===== config.mk =====
export PLATFORM = sky130hd
export DESIGN_NAME = puta_top
export DESIGN_NICKNAME = d
export VERILOG_FILES = /design/src/hdl/puta_pkg.sv /design/src/hdl/puta_pwm_if.sv /design/src/hdl/puta_pwm.sv /design/src/hdl/puta_top.sv
export SDC_FILE = /design/constraint.sdc
export NUM_CORES = 1
export LEC_CHECK = 0
export BUFFER_PORTS_ARGS = -buffer_cell sky130_fd_sc_hd__buf_4
export CELL_PAD_IN_SITES_DETAIL_PLACEMENT = 2
export CELL_PAD_IN_SITES_GLOBAL_PLACEMENT = 2
export CORE_MARGIN = 2
export CORE_UTILIZATION = 42
export DETAILED_ROUTE_END_ITERATION = 6
export PLACE_DENSITY_LB_ADDON = 0.1
export SYNTH_ARGS = -nofsm -noshare
export SYNTH_HDL_FRONTEND = slang
export SYNTH_HIERARCHICAL = 1
export SYNTH_SLANG_ARGS = --single-unit

===== constraint.sdc =====
create_clock -name aclk -period 54.5 [get_ports aclk]
set_clock_uncertainty 0.15 [all_clocks]
set_input_delay 2.725 -clock aclk [delete_from_list [all_inputs] [get_ports aclk]]
set_output_delay 2.725 -clock aclk [all_outputs]
set_load 0.03 [all_outputs]

===== src/hdl/puta_pkg.sv =====
// puta_pkg: constants shared by the unlisted-tag action block
// assumes a 100 MHz aclk and a 32-bit AXI4-Lite register port
package puta_pkg;
  // register byte addresses
  localparam logic [7:0] PUTA_ADDR_ARG0   = 8'h00;  // format, io cfg, pwm chan, duty
  localparam logic [7:0] PUTA_ADDR_ARG1   = 8'h04;  // period [23:0], timeout [31:24]
  localparam logic [7:0] PUTA_ADDR_CMD    = 8'h08;  // write: command code
  localparam logic [7:0] PUTA_ADDR_EVENT  = 8'h0C;  // write: tag event + uid length
  localparam logic [7:0] PUTA_ADDR_UID    = 8'h10;  // uid bytes 0..3
  localparam logic [7:0] PUTA_ADDR_STATUS = 8'h14;  // read only
  localparam logic [7:0] PUTA_ADDR_RESULT = 8'h18;  // read only
  // argument byte offsets inside the command parameter area
  localparam logic [7:0] PUTA_OFS_FORMAT  = 8'h0A;
  localparam logic [7:0] PUTA_OFS_TIMEOUT = 8'h11;
  // commands
  localparam logic [7:0] PUTA_CMD_POLLING = 8'h22;
  localparam logic [7:0] PUTA_RESULT_OK   = 8'h00;
  // report formats
  localparam logic [7:0] PUTA_FMT_NONE    = 8'h00;
  localparam logic [7:0] PUTA_FMT_ASYNC   = 8'h01;
  localparam logic [7:0] PUTA_FMT_BINARY  = 8'h02;
  localparam logic [7:0] PUTA_FMT_STRING  = 8'h03;
  localparam logic [7:0] PUTA_PWM_MAXCH   = 8'h02;
  localparam logic [7:0] PUTA_DUTY_MAX    = 8'h64;
  localparam logic [23:0] PUTA_PERIOD_MIN = 24'h000005;
  localparam logic [23:0] PUTA_PERIOD_MAX = 24'h2F9E79;
  // async packet header byte, value is arbitrary
  localparam logic [7:0] PUTA_ASYNC_HDR   = 8'hA5;
  localparam logic [7:0] PUTA_CHAR_CR     = 8'h0D;
  localparam logic [7:0] PUTA_CHAR_LF     = 8'h0A;
  localparam logic [7:0] PUTA_CHAR_0      = 8'h30;
  localparam logic [7:0] PUTA_CHAR_A      = 8'h37;  // 'A' - 10
  // timing
  localparam int PUTA_CLK_HZ        = 100_000_000;
  localparam int PUTA_US_NS         = 1000;
  localparam int PUTA_CLK_NS        = 10;
  localparam int PUTA_CYC_PER_US    = PUTA_US_NS / PUTA_CLK_NS;
  localparam int PUTA_TICK_MS       = 100;
  localparam int PUTA_CYC_PER_TICK  = PUTA_CLK_HZ / 1000 * PUTA_TICK_MS;
  localparam int PUTA_UID_BYTES     = 4;
  // io config field positions
  localparam int PUTA_IO_EN_LSB     = 4;
  localparam int PUTA_IO_LVL_LSB    = 0;
  localparam int PUTA_NUM_IO        = 4;
endpackage


===== src/hdl/puta_pwm_if.sv =====
// puta_pwm_if: pwm settings carried from the decoder to the pwm generator
// assumes one clock domain
interface puta_pwm_if;
  logic        run;
  logic [7:0]  duty;
  logic [23:0] period_us;
  logic        wave;
  modport ctrl (output run, output duty, output period_us, input wave);
  modport gen  (input run, input duty, input period_us, output wave);
endinterface


===== src/hdl/puta_pwm.sv =====
// puta_pwm: pwm wave from period in microseconds and duty in percent
// assumes validated settings; restarts whenever run drops
module puta_pwm
  import puta_pkg::*;
(
  // clock and reset
  input  wire logic aclk,
  input  wire logic aresetn,
  // settings
  puta_pwm_if.gen   pwm
);
  logic [6:0]  us_cnt;
  logic [23:0] pos_us;
  logic [31:0] high_us;
  wire         us_tick = (us_cnt == 7'(PUTA_CYC_PER_US - 1));
  wire         wrap    = us_tick && (pos_us >= pwm.period_us - 24'h000001);
  // duty in percent scaled to microseconds; truncation keeps the high time short
  assign high_us = (32'(pwm.period_us) * 32'(pwm.duty)) / 32'(PUTA_DUTY_MAX);

  always_ff @(posedge aclk) begin
    if (!aresetn || !pwm.run) begin
      us_cnt <= '0;
      pos_us <= '0;
      pwm.wave <= 1'b0;
    end else begin
      us_cnt <= us_tick ? '0 : us_cnt + 7'h01;
      if (wrap) pos_us <= '0;
      else if (us_tick) pos_us <= pos_us + 24'h000001;
      pwm.wave <= (32'(pos_us) < high_us);
    end
  end
endmodule


===== src/hdl/puta_top.sv =====
// puta_top: unlisted-tag argument decoder and action logic of the polling command
// assumes an axi4-lite master, a byte-wide uart transmitter with valid/ready,
// and a polling engine that raises tag events through the event register
module puta_top
  import puta_pkg::*;
#(
  parameter int TICK_CYCLES = PUTA_CYC_PER_TICK
)(
  // clock and reset
  input  wire logic        aclk,
  input  wire logic        aresetn,
  // axi4-lite slave
  input  wire logic [7:0]  s_axi_awaddr,
  input  wire logic        s_axi_awvalid,
  output logic             s_axi_awready,
  input  wire logic [31:0] s_axi_wdata,
  input  wire logic [3:0]  s_axi_wstrb,
  input  wire logic        s_axi_wvalid,
  output logic             s_axi_wready,
  output logic [1:0]       s_axi_bresp,
  output logic             s_axi_bvalid,
  input  wire logic        s_axi_bready,
  input  wire logic [7:0]  s_axi_araddr,
  input  wire logic        s_axi_arvalid,
  output logic             s_axi_arready,
  output logic [31:0]      s_axi_rdata,
  output logic [1:0]       s_axi_rresp,
  output logic             s_axi_rvalid,
  input  wire logic        s_axi_rready,
  // uart byte stream
  output logic [7:0]       tx_data,
  output logic             tx_valid,
  input  wire logic        tx_ready,
  // general outputs
  output logic             gp_output_0,
  output logic             gp_output_1,
  output logic             gp_output_2,
  output logic             gp_output_3,
  output logic [3:0]       gp_output_en,
  // polling engine
  output logic             polling_active,
  output logic             poll_restart
);
  typedef enum {PUTA_IDLE, PUTA_HDR, PUTA_LEN, PUTA_UID, PUTA_CR, PUTA_LF, PUTA_WAIT} puta_state_t;

  function automatic logic [7:0] puta_hex(input logic [3:0] n);
    puta_hex = (n < 4'hA) ? PUTA_CHAR_0 + 8'(n) : PUTA_CHAR_A + 8'(n);
  endfunction

  logic [31:0] arg0, arg1, uid_reg;
  logic [7:0]  result, uid_len, idx;
  logic        hex_lo, tag_hit;
  logic [31:0] tick_cnt;
  logic [7:0]  ticks_left;
  logic        aw_held, w_held;
  logic [7:0]  aw_addr;
  logic [31:0] w_data;
  puta_state_t state, next_state;
  logic [3:0]  io_lvl;

  ////////////////////////////////////////////////////////////////////////
  // argument decode
  wire [7:0]  fmt       = arg0[7:0];
  wire [7:0]  io_cfg    = arg0[15:8];
  wire [7:0]  pwm_ch    = arg0[23:16];
  wire [7:0]  duty      = arg0[31:24];
  wire [23:0] period    = arg1[23:0];
  wire [7:0]  timeout   = arg1[31:24];
  wire [3:0]  io_en     = io_cfg[PUTA_IO_EN_LSB +: PUTA_NUM_IO];
  wire [3:0]  io_level  = io_cfg[PUTA_IO_LVL_LSB +: PUTA_NUM_IO];
  wire        duty_ok   = (duty != 8'h00) && (duty < PUTA_DUTY_MAX);
  wire        period_ok = (period > PUTA_PERIOD_MIN) && (period < PUTA_PERIOD_MAX);
  wire        pwm_on    = (pwm_ch <= PUTA_PWM_MAXCH) && duty_ok && period_ok;
  wire [7:0]  uid_byte  = uid_reg[8 * idx[1:0] +: 8];

  ////////////////////////////////////////////////////////////////////////
  // axi4-lite write path: address and data taken in either order
  wire wr_go   = aw_held && w_held && !s_axi_bvalid;
  wire wr_hit  = (aw_addr == PUTA_ADDR_ARG0) || (aw_addr == PUTA_ADDR_ARG1) || (aw_addr == PUTA_ADDR_CMD) ||
                 (aw_addr == PUTA_ADDR_EVENT) || (aw_addr == PUTA_ADDR_UID);
  wire cmd_wr  = wr_go && (aw_addr == PUTA_ADDR_CMD) && w_data[7:0] != 8'h00;
  wire evt_wr  = wr_go && (aw_addr == PUTA_ADDR_EVENT) && w_data[0];
  assign s_axi_awready = !aw_held;
  assign s_axi_wready  = !w_held;

  function automatic logic [31:0] puta_merge(input logic [31:0] old, input logic [31:0] d, input logic [3:0] s);
    for (int i = 0; i < 4; i++) puta_merge[8*i +: 8] = s[i] ? d[8*i +: 8] : old[8*i +: 8];
  endfunction
  logic [3:0] w_strb;

  always_ff @(posedge aclk) begin
    if (!aresetn) begin
      aw_held <= 1'b0;
      w_held  <= 1'b0;
      aw_addr <= 8'h00;
      w_data  <= 32'h0000_0000;
      w_strb  <= 4'h0;
      s_axi_bvalid <= 1'b0;
      s_axi_bresp  <= 2'b00;
    end else begin
      if (s_axi_awvalid && !aw_held) begin
        aw_held <= 1'b1;
        aw_addr <= {s_axi_awaddr[7:2], 2'b00};
      end
      if (s_axi_wvalid && !w_held) begin
        w_held <= 1'b1;
        w_data <= s_axi_wdata;
        w_strb <= s_axi_wstrb;
      end
      if (wr_go) begin
        aw_held <= 1'b0;
        w_held  <= 1'b0;
        s_axi_bvalid <= 1'b1;
        s_axi_bresp  <= wr_hit ? 2'b00 : 2'b10;
      end else if (s_axi_bready) begin
        s_axi_bvalid <= 1'b0;
      end
    end
  end

  // registers; argument words hold bytes 0x0A..0x11 in order, host fills them
  always_ff @(posedge aclk) begin
    if (!aresetn) begin
      arg0 <= 32'h0000_0000;
      arg1 <= 32'h0000_0000;
      uid_reg <= 32'h0000_0000;
      uid_len <= 8'h00;
      result  <= 8'hFF;
      polling_active <= 1'b0;
    end else if (wr_go) begin
      if (aw_addr == PUTA_ADDR_ARG0) arg0 <= puta_merge(arg0, w_data, w_strb);
      if (aw_addr == PUTA_ADDR_ARG1) arg1 <= puta_merge(arg1, w_data, w_strb);
      if (aw_addr == PUTA_ADDR_UID) uid_reg <= puta_merge(uid_reg, w_data, w_strb);
      if (evt_wr && state == PUTA_IDLE) uid_len <= (w_data[15:8] > 8'(PUTA_UID_BYTES)) ? 8'(PUTA_UID_BYTES) : w_data[15:8];
      if (cmd_wr) begin
        polling_active <= (w_data[7:0] == PUTA_CMD_POLLING);
        if (w_data[7:0] == PUTA_CMD_POLLING) result <= PUTA_RESULT_OK;
      end
    end
  end

  ////////////////////////////////////////////////////////////////////////
  // axi4-lite read path
  always_ff @(posedge aclk) begin
    if (!aresetn) begin
      s_axi_rvalid <= 1'b0;
      s_axi_rdata  <= 32'h0000_0000;
      s_axi_rresp  <= 2'b00;
    end else if (s_axi_arvalid && !s_axi_rvalid) begin
      s_axi_rvalid <= 1'b1;
      s_axi_rresp  <= 2'b00;
      case ({s_axi_araddr[7:2], 2'b00})
        PUTA_ADDR_ARG0:   s_axi_rdata <= arg0;
        PUTA_ADDR_ARG1:   s_axi_rdata <= arg1;
        PUTA_ADDR_UID:    s_axi_rdata <= uid_reg;
        PUTA_ADDR_STATUS: s_axi_rdata <= {24'h000000, pwm_on, period_ok, duty_ok, (state != PUTA_IDLE),
                                          tag_hit, polling_active, state == PUTA_WAIT, 1'b0};
        PUTA_ADDR_RESULT: s_axi_rdata <= {24'h000000, result};
        default: begin
          s_axi_rdata <= 32'h0000_0000;
          s_axi_rresp <= 2'b10;
        end
      endcase
    end else if (s_axi_rready) begin
      s_axi_rvalid <= 1'b0;
    end
  end
  assign s_axi_arready = !s_axi_rvalid;

  ////////////////////////////////////////////////////////////////////////
  // report sequencer
  wire tx_go     = tx_valid && tx_ready;
  wire last_uid  = (idx + 8'h01 >= uid_len);
  wire tick_done = (tick_cnt == 32'(TICK_CYCLES - 1));

  always_comb begin
    next_state = state;
    case (state)
      PUTA_IDLE: if (evt_wr && polling_active) begin
        case (fmt)
          PUTA_FMT_ASYNC:  next_state = PUTA_HDR;
          PUTA_FMT_BINARY, PUTA_FMT_STRING: next_state = PUTA_LEN;
          default:         next_state = PUTA_WAIT;
        endcase
      end
      PUTA_HDR: if (tx_go) next_state = PUTA_LEN;
      PUTA_LEN: if (tx_go) next_state = (uid_len == 8'h00) ? PUTA_CR : PUTA_UID;
      PUTA_UID: if (tx_go && last_uid && (fmt != PUTA_FMT_STRING || hex_lo)) next_state = PUTA_CR;
      PUTA_CR:  if (fmt != PUTA_FMT_STRING) next_state = PUTA_WAIT;
                else if (tx_go) next_state = PUTA_LF;
      PUTA_LF:  if (tx_go) next_state = PUTA_WAIT;
      PUTA_WAIT: if (ticks_left == 8'h00) next_state = PUTA_IDLE;
      default:  next_state = PUTA_IDLE;
    endcase
  end

  assign tx_valid = (state == PUTA_HDR) || (state == PUTA_LEN) || (state == PUTA_UID) ||
                    ((state == PUTA_CR) && fmt == PUTA_FMT_STRING) || (state == PUTA_LF);
  always_comb begin
    case (state)
      PUTA_HDR: tx_data = PUTA_ASYNC_HDR;
      PUTA_LEN: tx_data = (fmt == PUTA_FMT_STRING) ? puta_hex(uid_len[3:0]) : uid_len;
      PUTA_UID: tx_data = (fmt == PUTA_FMT_STRING) ? puta_hex(hex_lo ? uid_byte[3:0] : uid_byte[7:4]) : uid_byte;
      PUTA_CR:  tx_data = PUTA_CHAR_CR;
      PUTA_LF:  tx_data = PUTA_CHAR_LF;
      default:  tx_data = 8'h00;
    endcase
  end

  always_ff @(posedge aclk) begin
    if (!aresetn || (cmd_wr && state != PUTA_IDLE)) begin
      state <= PUTA_IDLE;
      idx <= 8'h00;
      hex_lo <= 1'b0;
      tick_cnt <= 32'h0000_0000;
      ticks_left <= 8'h00;
      tag_hit <= 1'b0;
    end else begin
      state <= next_state;
      if (state == PUTA_IDLE && next_state != PUTA_IDLE) begin
        idx <= 8'h00;
        hex_lo <= 1'b0;
        tag_hit <= 1'b1;
        ticks_left <= timeout;
        tick_cnt <= 32'h0000_0000;
      end
      if (state == PUTA_UID && tx_go) begin
        hex_lo <= (fmt == PUTA_FMT_STRING) ? !hex_lo : 1'b0;
        if (fmt != PUTA_FMT_STRING || hex_lo) idx <= idx + 8'h01;
      end
      if (state == PUTA_WAIT) begin
        tick_cnt <= tick_done ? 32'h0000_0000 : tick_cnt + 32'h0000_0001;
        if (tick_done && ticks_left != 8'h00) ticks_left <= ticks_left - 8'h01;
      end
      if (next_state == PUTA_IDLE) tag_hit <= 1'b0;
    end
  end
  assign poll_restart = (state == PUTA_WAIT) && (ticks_left == 8'h00);

  ////////////////////////////////////////////////////////////////////////
  // outputs and pwm
  puta_pwm_if pwm_bus ();
  assign pwm_bus.run = pwm_on && tag_hit;
  assign pwm_bus.duty = duty;
  assign pwm_bus.period_us = period;
  puta_pwm u_pwm (.aclk(aclk), .aresetn(aresetn), .pwm(pwm_bus));

  always_ff @(posedge aclk) begin
    if (!aresetn) begin
      io_lvl <= 4'h0;
      gp_output_en <= 4'h0;
    end else begin
      for (int i = 0; i < PUTA_NUM_IO; i++) begin
        gp_output_en[i] <= io_en[i] || (pwm_on && pwm_ch == 8'(i));
        io_lvl[i] <= (pwm_on && pwm_ch == 8'(i) && tag_hit) ? pwm_bus.wave :
                     (tag_hit && io_en[i]) ? io_level[i] : 1'b0;
      end
    end
  end
  assign gp_output_0 = io_lvl[0];
  assign gp_output_1 = io_lvl[1];
  assign gp_output_2 = io_lvl[2];
  assign gp_output_3 = io_lvl[3];
endmodule

==> metrics.md, run 1 <==
| Metric | Value |
|---|---|
| Total negative setup slack | `0 ps` |
| Max-Cap Viols | `0` |
| Lkg Pwr | `13.06 nW` |
| H-tree depth | `2` |
| Total detailed-routing wirelength | `116700 um` |
| Routed vias | `28.07k` |
| Pin count of the biggest net entering global routing | `a little under 90` |
| Clock transition at path regs | `around 60 ps` |
| Critical path launch point type | `flip-flop` |
| Max Root-Sink Buffers | `3` |
| Layout area overhead | `9.657%` |
| Later-pin clock latency in the skew report | `580 ps` |
| Post-Syn Area | `between 0.02 and 0.03 mm^2` |
| Slowest stage delay, CP | `1110 ps` |
| Worst-path maximum fanout | `28` |
| RSZ-0062 raised after global routing | `false` |
| Synthesis warning total | `6` |
| Slew @ Worst Pin | `1228 ps` |
| Ratio of cells with drive above 1 in the final layout | `about a tenth` |
| Max-slew violation count | `0` |
| Required time of the critical path | `54780 ps` |
| Post-DP HPWL | `between 80000 and 90000 um` |
| Power density cells | `16.74 mW/mm^2` |
| Post-synth EDFFs | `0` |
| Vias per cell | `6.322` |
| CTS sink cnt | `308` |
| Ys async rst share | `0%` |
| Top cells by area, synth | `dfxtp_1 21%, fa_1 9.2%, ha_1 5.1%` |
| Setup bufs post-CTS | `0` |
| Die Wd | `265.3 um` |
| Number of synthesized register bits | `around 310` |
| GRT Overall Usage | `32.34%` |
| Fillers | `around 7.5k` |
| # resized after CTS | `0` |
| Reg area | `0.006166 mm^2` |
| Layout Nets | `approximately 3.9k` |
| Max stage delay cell, worst path | `dfxtp_1` |
| Top_reg_cell synth | `dfxtp_1` |
| First-pass GRT wire length | `approximately 180000 um` |
| Mean post-synth cell area | `8.159 um^2` |
| Share of the clock period used by the worst path | `45.65%` |
| DR iter-0 viols | `1755` |
| Setup CP Type | `flip-flop to flip-flop` |
| Share of the synthesized area in the top cell type | `21.49%` |
| Hold Path Class | `flip-flop to flip-flop` |
| Core Box Area | `around 0.067 mm^2` |
| Final Hold Fails | `0` |
| CTS tree | `built` |
| Vias in the first global route | `around 31k` |
| Initial Utilization | `between 40% and 50%` |
| F_max | `40.20 MHz` |
| Commonest cells after routing, fill and taps aside | `370 x nand2_1, 308 x dfxtp_1, 223 x nor2_1, 182 x inv_1, 164 x a21oi_1` |
| Area of the multi-input gates | `0.02112 mm^2` |
| Diodes inserted | `0` |
| Peak supply drop | `0.00002879 V` |
| Unique masters post-synth | `142` |
| Port buffer count | `113` |
| TritonRoute pass-1 iters | `5` |
| Run status | `finished clean` |
| Die height | `265.3 um` |
| Sequential share of the synthesized area | `21.49%` |
| Worst Setup End Kind | `flip-flop` |
| Most common cell after layout, fill and taps aside | `nand2_1` |
| Final global-route overflow total | `0` |
| Worst Hold Slack | `324.5 ps` |
| Initial antenna violation count | `0` |
| Clock Tree Root | `clkbuf_16` |
| # setup viols final | `0` |
| I/O pin total | `120` |
| Drt drc | `0` |
| Data arrival time of the worst path | `between 20000 and 30000 ps` |
| Hold_buf cts | `0` |
| Syn Inst Count | `3516` |
| Post-synth top area cell | `dfxtp_1` |
| Drt wl/cell | `26.29 um` |
| Number of cell rows | `95` |
| Antenna-violating nets left | `0` |
| CTS Buf Count | `37` |
| Max_slew headroom | `16.02%` |
| GP Congestion | `about 0.88` |
| Die area | `0.07041 mm^2` |
| Post-route minimum period | `between 20000 and 25000 ps` |
==> per-stage QoR <==
| stage | area [um^2] | util [%] | power (mW) | worst slack [ps] | instances |
|---|---|---|---|---|---|
| after floorplan | 28800 | - | 0.2491 | 35670 | 3546 |
| after global placement | 30170 | 44.77 | 0.2583 | 31060 | 4376 |
| after detailed placement | 30170 | 44.77 | 0.2599 | 30120 | 4376 |
| after CTS | 31450 | 46.66 | 0.5299 | 29870 | 4441 |
| after global routing | 31460 | 46.67 | 0.5396 | 27960 | 4441 |
| final | 31460 | 46.67 | 0.5267 | 29620 | 4441 |
==> worst max-delay path, delay by kind of cell (launching register included) <==
kind / cells / cell delay (ps)
AOI/OAI and AO/OA: 37 / 10520
and+or+nand+nor: 21 / 6360
adders and majority gates: 6 / 2920
xor gates and xnor gates: 5 / 2350
DFF: 1 / 1110
muxes: 2 / 1100
buffers and inverters: 3 / 190
==> worst paths after layout <==
check,start,end,slack (ps),cells after the start
worst max register to register,arg0[29]$_SDFFE_PN0P_,u_pwm/pwm.wave$_SDFF_PP0_,29620,74
worst max-delay path,arg0[29]$_SDFFE_PN0P_,u_pwm/pwm.wave$_SDFF_PP0_,29620,74
worst min-delay path,u_pwm/us_cnt[0]$_SDFF_PP0_,u_pwm/us_cnt[0]$_SDFF_PP0_,320,1
worst min register to register,u_pwm/us_cnt[0]$_SDFF_PP0_,u_pwm/us_cnt[0]$_SDFF_PP0_,320,1
==> metal layers <==
| metal | GRT usage, % | up-vias | routed length (um) |
|---|---|---|---|
| li1 | - | 12633 | - |
| met1 | 40.99 | 14477 | 50060 |
| met2 | 56.69 | 710 | 57930 |
| met3 | 3.527 | 254 | 4610 |
| met4 | 11.68 | 0 | 4139 |
| met5 | 0 | - | 0 |
==> where the power goes <==
part | total (mW) | switching [mW] | internal (mW)
Clock | 0.270 | 0.112 | 0.157
Combinational | 0.0237 | 0.0153 | 0.00845
Sequential | 0.233 | 0.00480 | 0.228
Total | 0.527 | 0.133 | 0.394
==> logic make-up after synthesis <==
kind of cell,Yosys count,share of synthesized area (%)
compound gates,849,21.46
xor+xnor,150,4.946
fa+ha+maj,255,14.52
buf+inv,377,5.304
flops,308,21.49
mux,166,6.521
other cells,1,0.01307
simple gates,1410,25.74
==> area by class of cell <==
cell class | count | share of cell area, %
multi-input combinational | 2861 | 67.15
inverter | 191 | 2.295
tap | 873 | 3.472
clock inverter | 15 | 0.6841
sequential | 308 | 19.60
clock buffer | 50 | 3.385
timing repair buffer | 143 | 3.413
==> synthesized netlist by cell type, drive strengths merged, types with 48 or more instances <==
cell and number:
nor2 225, clkbuf 145, nor3 78, xor2 58, dfxtp 308, nor2b 158, xnor2 92, a31oi 48
nor4 51, mux2i 143, a21oi 175, fa 132, nand3 127, nand2 375, inv 188, ha 116
and2 164, o21ai 154
Power figures use the tool's default switching activity.
==> inputs of run 2 (changes only) <==
CORE_UTILIZATION = 35   (was 42)
clock period = 22 ns   (was 54.5 ns; I/O delays follow)
==> metrics.md, run 2 (same netlist as run 1, synthesis figures left out) <==
| Metric | Value |
|---|---|
| Layout area overhead | `18.17%` |
| Reg area | `0.006215 mm^2` |
| Port buffer count | `113` |
| Max stage delay cell, worst path | `fa_1` |
| TritonRoute pass-1 iters | `5` |
| Clock transition at path regs | `60 ps` |
| Number of cell rows | `between 100 and 150` |
| Max_slew headroom | `21.25%` |
| Share of the clock period used by the worst path | `around 96%` |
| DR iter-0 viols | `1439` |
| Clock Tree Root | `clkbuf_16` |
| Area of the multi-input gates | `0.02153 mm^2` |
| Total negative setup slack | `0 ps` |
| Total detailed-routing wirelength | `110000 um` |
| Post-route minimum period | `around 21000 ps` |
| Post-DP HPWL | `~85000 um` |
| Setup CP Type | `flip-flop to flip-flop` |
| Core Box Area | `between 0.08 and 0.09 mm^2` |
| Layout Nets | `4096` |
| Top delay family on crit path | `compound AO/OA/AOI/OAI gates` |
| Ratio of cells with drive above 1 in the final layout | `between 10% and 20%` |
| Required time of the critical path | `22310 ps` |
| Max Root-Sink Buffers | `3` |
| Antenna-violating nets left | `0` |
| Drt drc | `0` |
| Slew @ Worst Pin | `1165 ps` |
| Buf/Inv on CP | `14` |
| Lkg Pwr | `14.29 nW` |
| Data arrival time of the worst path | `21360 ps` |
| Worst-path maximum fanout | `11` |
| Run status | `finished clean` |
| Critical path launch point type | `flip-flop` |
| Worst Setup End Kind | `flip-flop` |
| Max-slew violation count | `0` |
| CTS Buf Count | `37` |
| # setup viols final | `0` |
| GRT Overall Usage | `25.37%` |
| Die height | `290.3 um` |
| Slowest stage delay, CP | `560 ps` |
| Drt wl/cell | `22.58 um` |
| CTS sink cnt | `around 310` |
| Diodes inserted | `0` |
| Fillers | `9078` |
| Later-pin clock latency in the skew report | `about 580 ps` |
| Initial Utilization | `35.50%` |
| Vias in the first global route | `30.90k` |
| H-tree depth | `2` |
| Placed Instances | `about 4.8k` |
| GP Congestion | `approximately 0.87` |
| F_max | `roughly 48 MHz` |
| I/O pin total | `120` |
| Vias per cell | `a little under 6` |
| Pin count of the biggest net entering global routing | `between 100 and 150` |
| Die area | `0.08427 mm^2` |
| Final Hold Fails | `0` |
| Final global-route overflow total | `0` |
| Die Wd | `290.3 um` |
| Hold Path Class | `flip-flop to flip-flop` |
| Design Power | `1.253 mW` |
| Routed vias | `28.10k` |
| CTS tree | `built` |
| Most common cell after layout, fill and taps aside | `buf_4` |
| Most used cell, CP | `buf_4` |
| Finished Layout Cells | `4874` |
| First-pass GRT wire length | `175500 um` |
| Peak supply drop | `0.00004536 V` |
| Max-Cap Viols | `0` |
| Initial antenna violation count | `2` |
| Power density cells | `36.96 mW/mm^2` |
| Commonest cells after routing, fill and taps aside | `387 x buf_4, 369 x nand2_1, 281 x dfxtp_1, 217 x nor2_1, 182 x inv_1` |
[run 2: final timing paths]
kind,startpoint,end,slack (ps),cells after the start
worst max register to register,arg1[1]$_SDFFE_PN0P_,u_pwm/pwm.wave$_SDFF_PP0_,950,85
worst max-delay path,arg1[1]$_SDFFE_PN0P_,u_pwm/pwm.wave$_SDFF_PP0_,950,85
worst min register to register,u_pwm/us_cnt[0]$_SDFF_PP0_,u_pwm/us_cnt[0]$_SDFF_PP0_,310,1
worst min-delay path,u_pwm/us_cnt[0]$_SDFF_PP0_,u_pwm/us_cnt[0]$_SDFF_PP0_,310,1
[run 2: timing repair]
item / in CTS / in global routing
gates cloned: 0 / 1
hold buffers: 0 / 0
buffers inserted: 0 / 19
pin swaps: 0 / 13
setup endpoints to repair: 1 / 1
gates resized for setup: 15 / 101
hold endpoints to repair: 0 / 0
[run 2: metal layers]
metal / wire length, um / global-route usage, %
met5: 14 / 0
met4: 1666 / 4.751
met3: 3300 / 2.539
met2: 54670 / 44.93
met1: 50380 / 33.51
[run 2: cell type report]
class / instances / share of cell area, %
multi-input cells: 2862 / 63.50
inverters: 191 / 2.130
repair buffers: 388 / 8.604
clock buffers: 51 / 3.123
clock inverters: 14 / 0.3949
well taps: 1060 / 3.913
flip-flops and latches: 308 / 18.33
[run 2: worst register-to-register path, delay by kind of cell, from the launching register on]
kind | cells | cell delay (ps)
buf+inv | 14 | 2160
flops | 1 | 380
compound gates | 44 | 11150
simple gates | 18 | 3690
xor+xnor | 3 | 680
fa+ha+maj | 6 | 2740
[run 2: power breakdown]
part           internal, mW  switching, mW  total, mW
combinational        0.0209         0.0340     0.0549
sequential            0.565         0.0106      0.576
clock                 0.352          0.270      0.622
total                 0.938          0.315       1.25
[run 2: per-stage QoR]
stage	worst slack (ps)	cell area [um^2]	util [%]	hold WS, ps
global placement	606.9	32110	39.73	274.7
global route	-162.8	33900	41.95	348.3
CTS	22.99	33340	41.26	322.9
finish	953.8	33900	41.95	306.5
floorplan	3173	28800	-	263.0
detailed placement	-158.5	32110	39.73	309.8
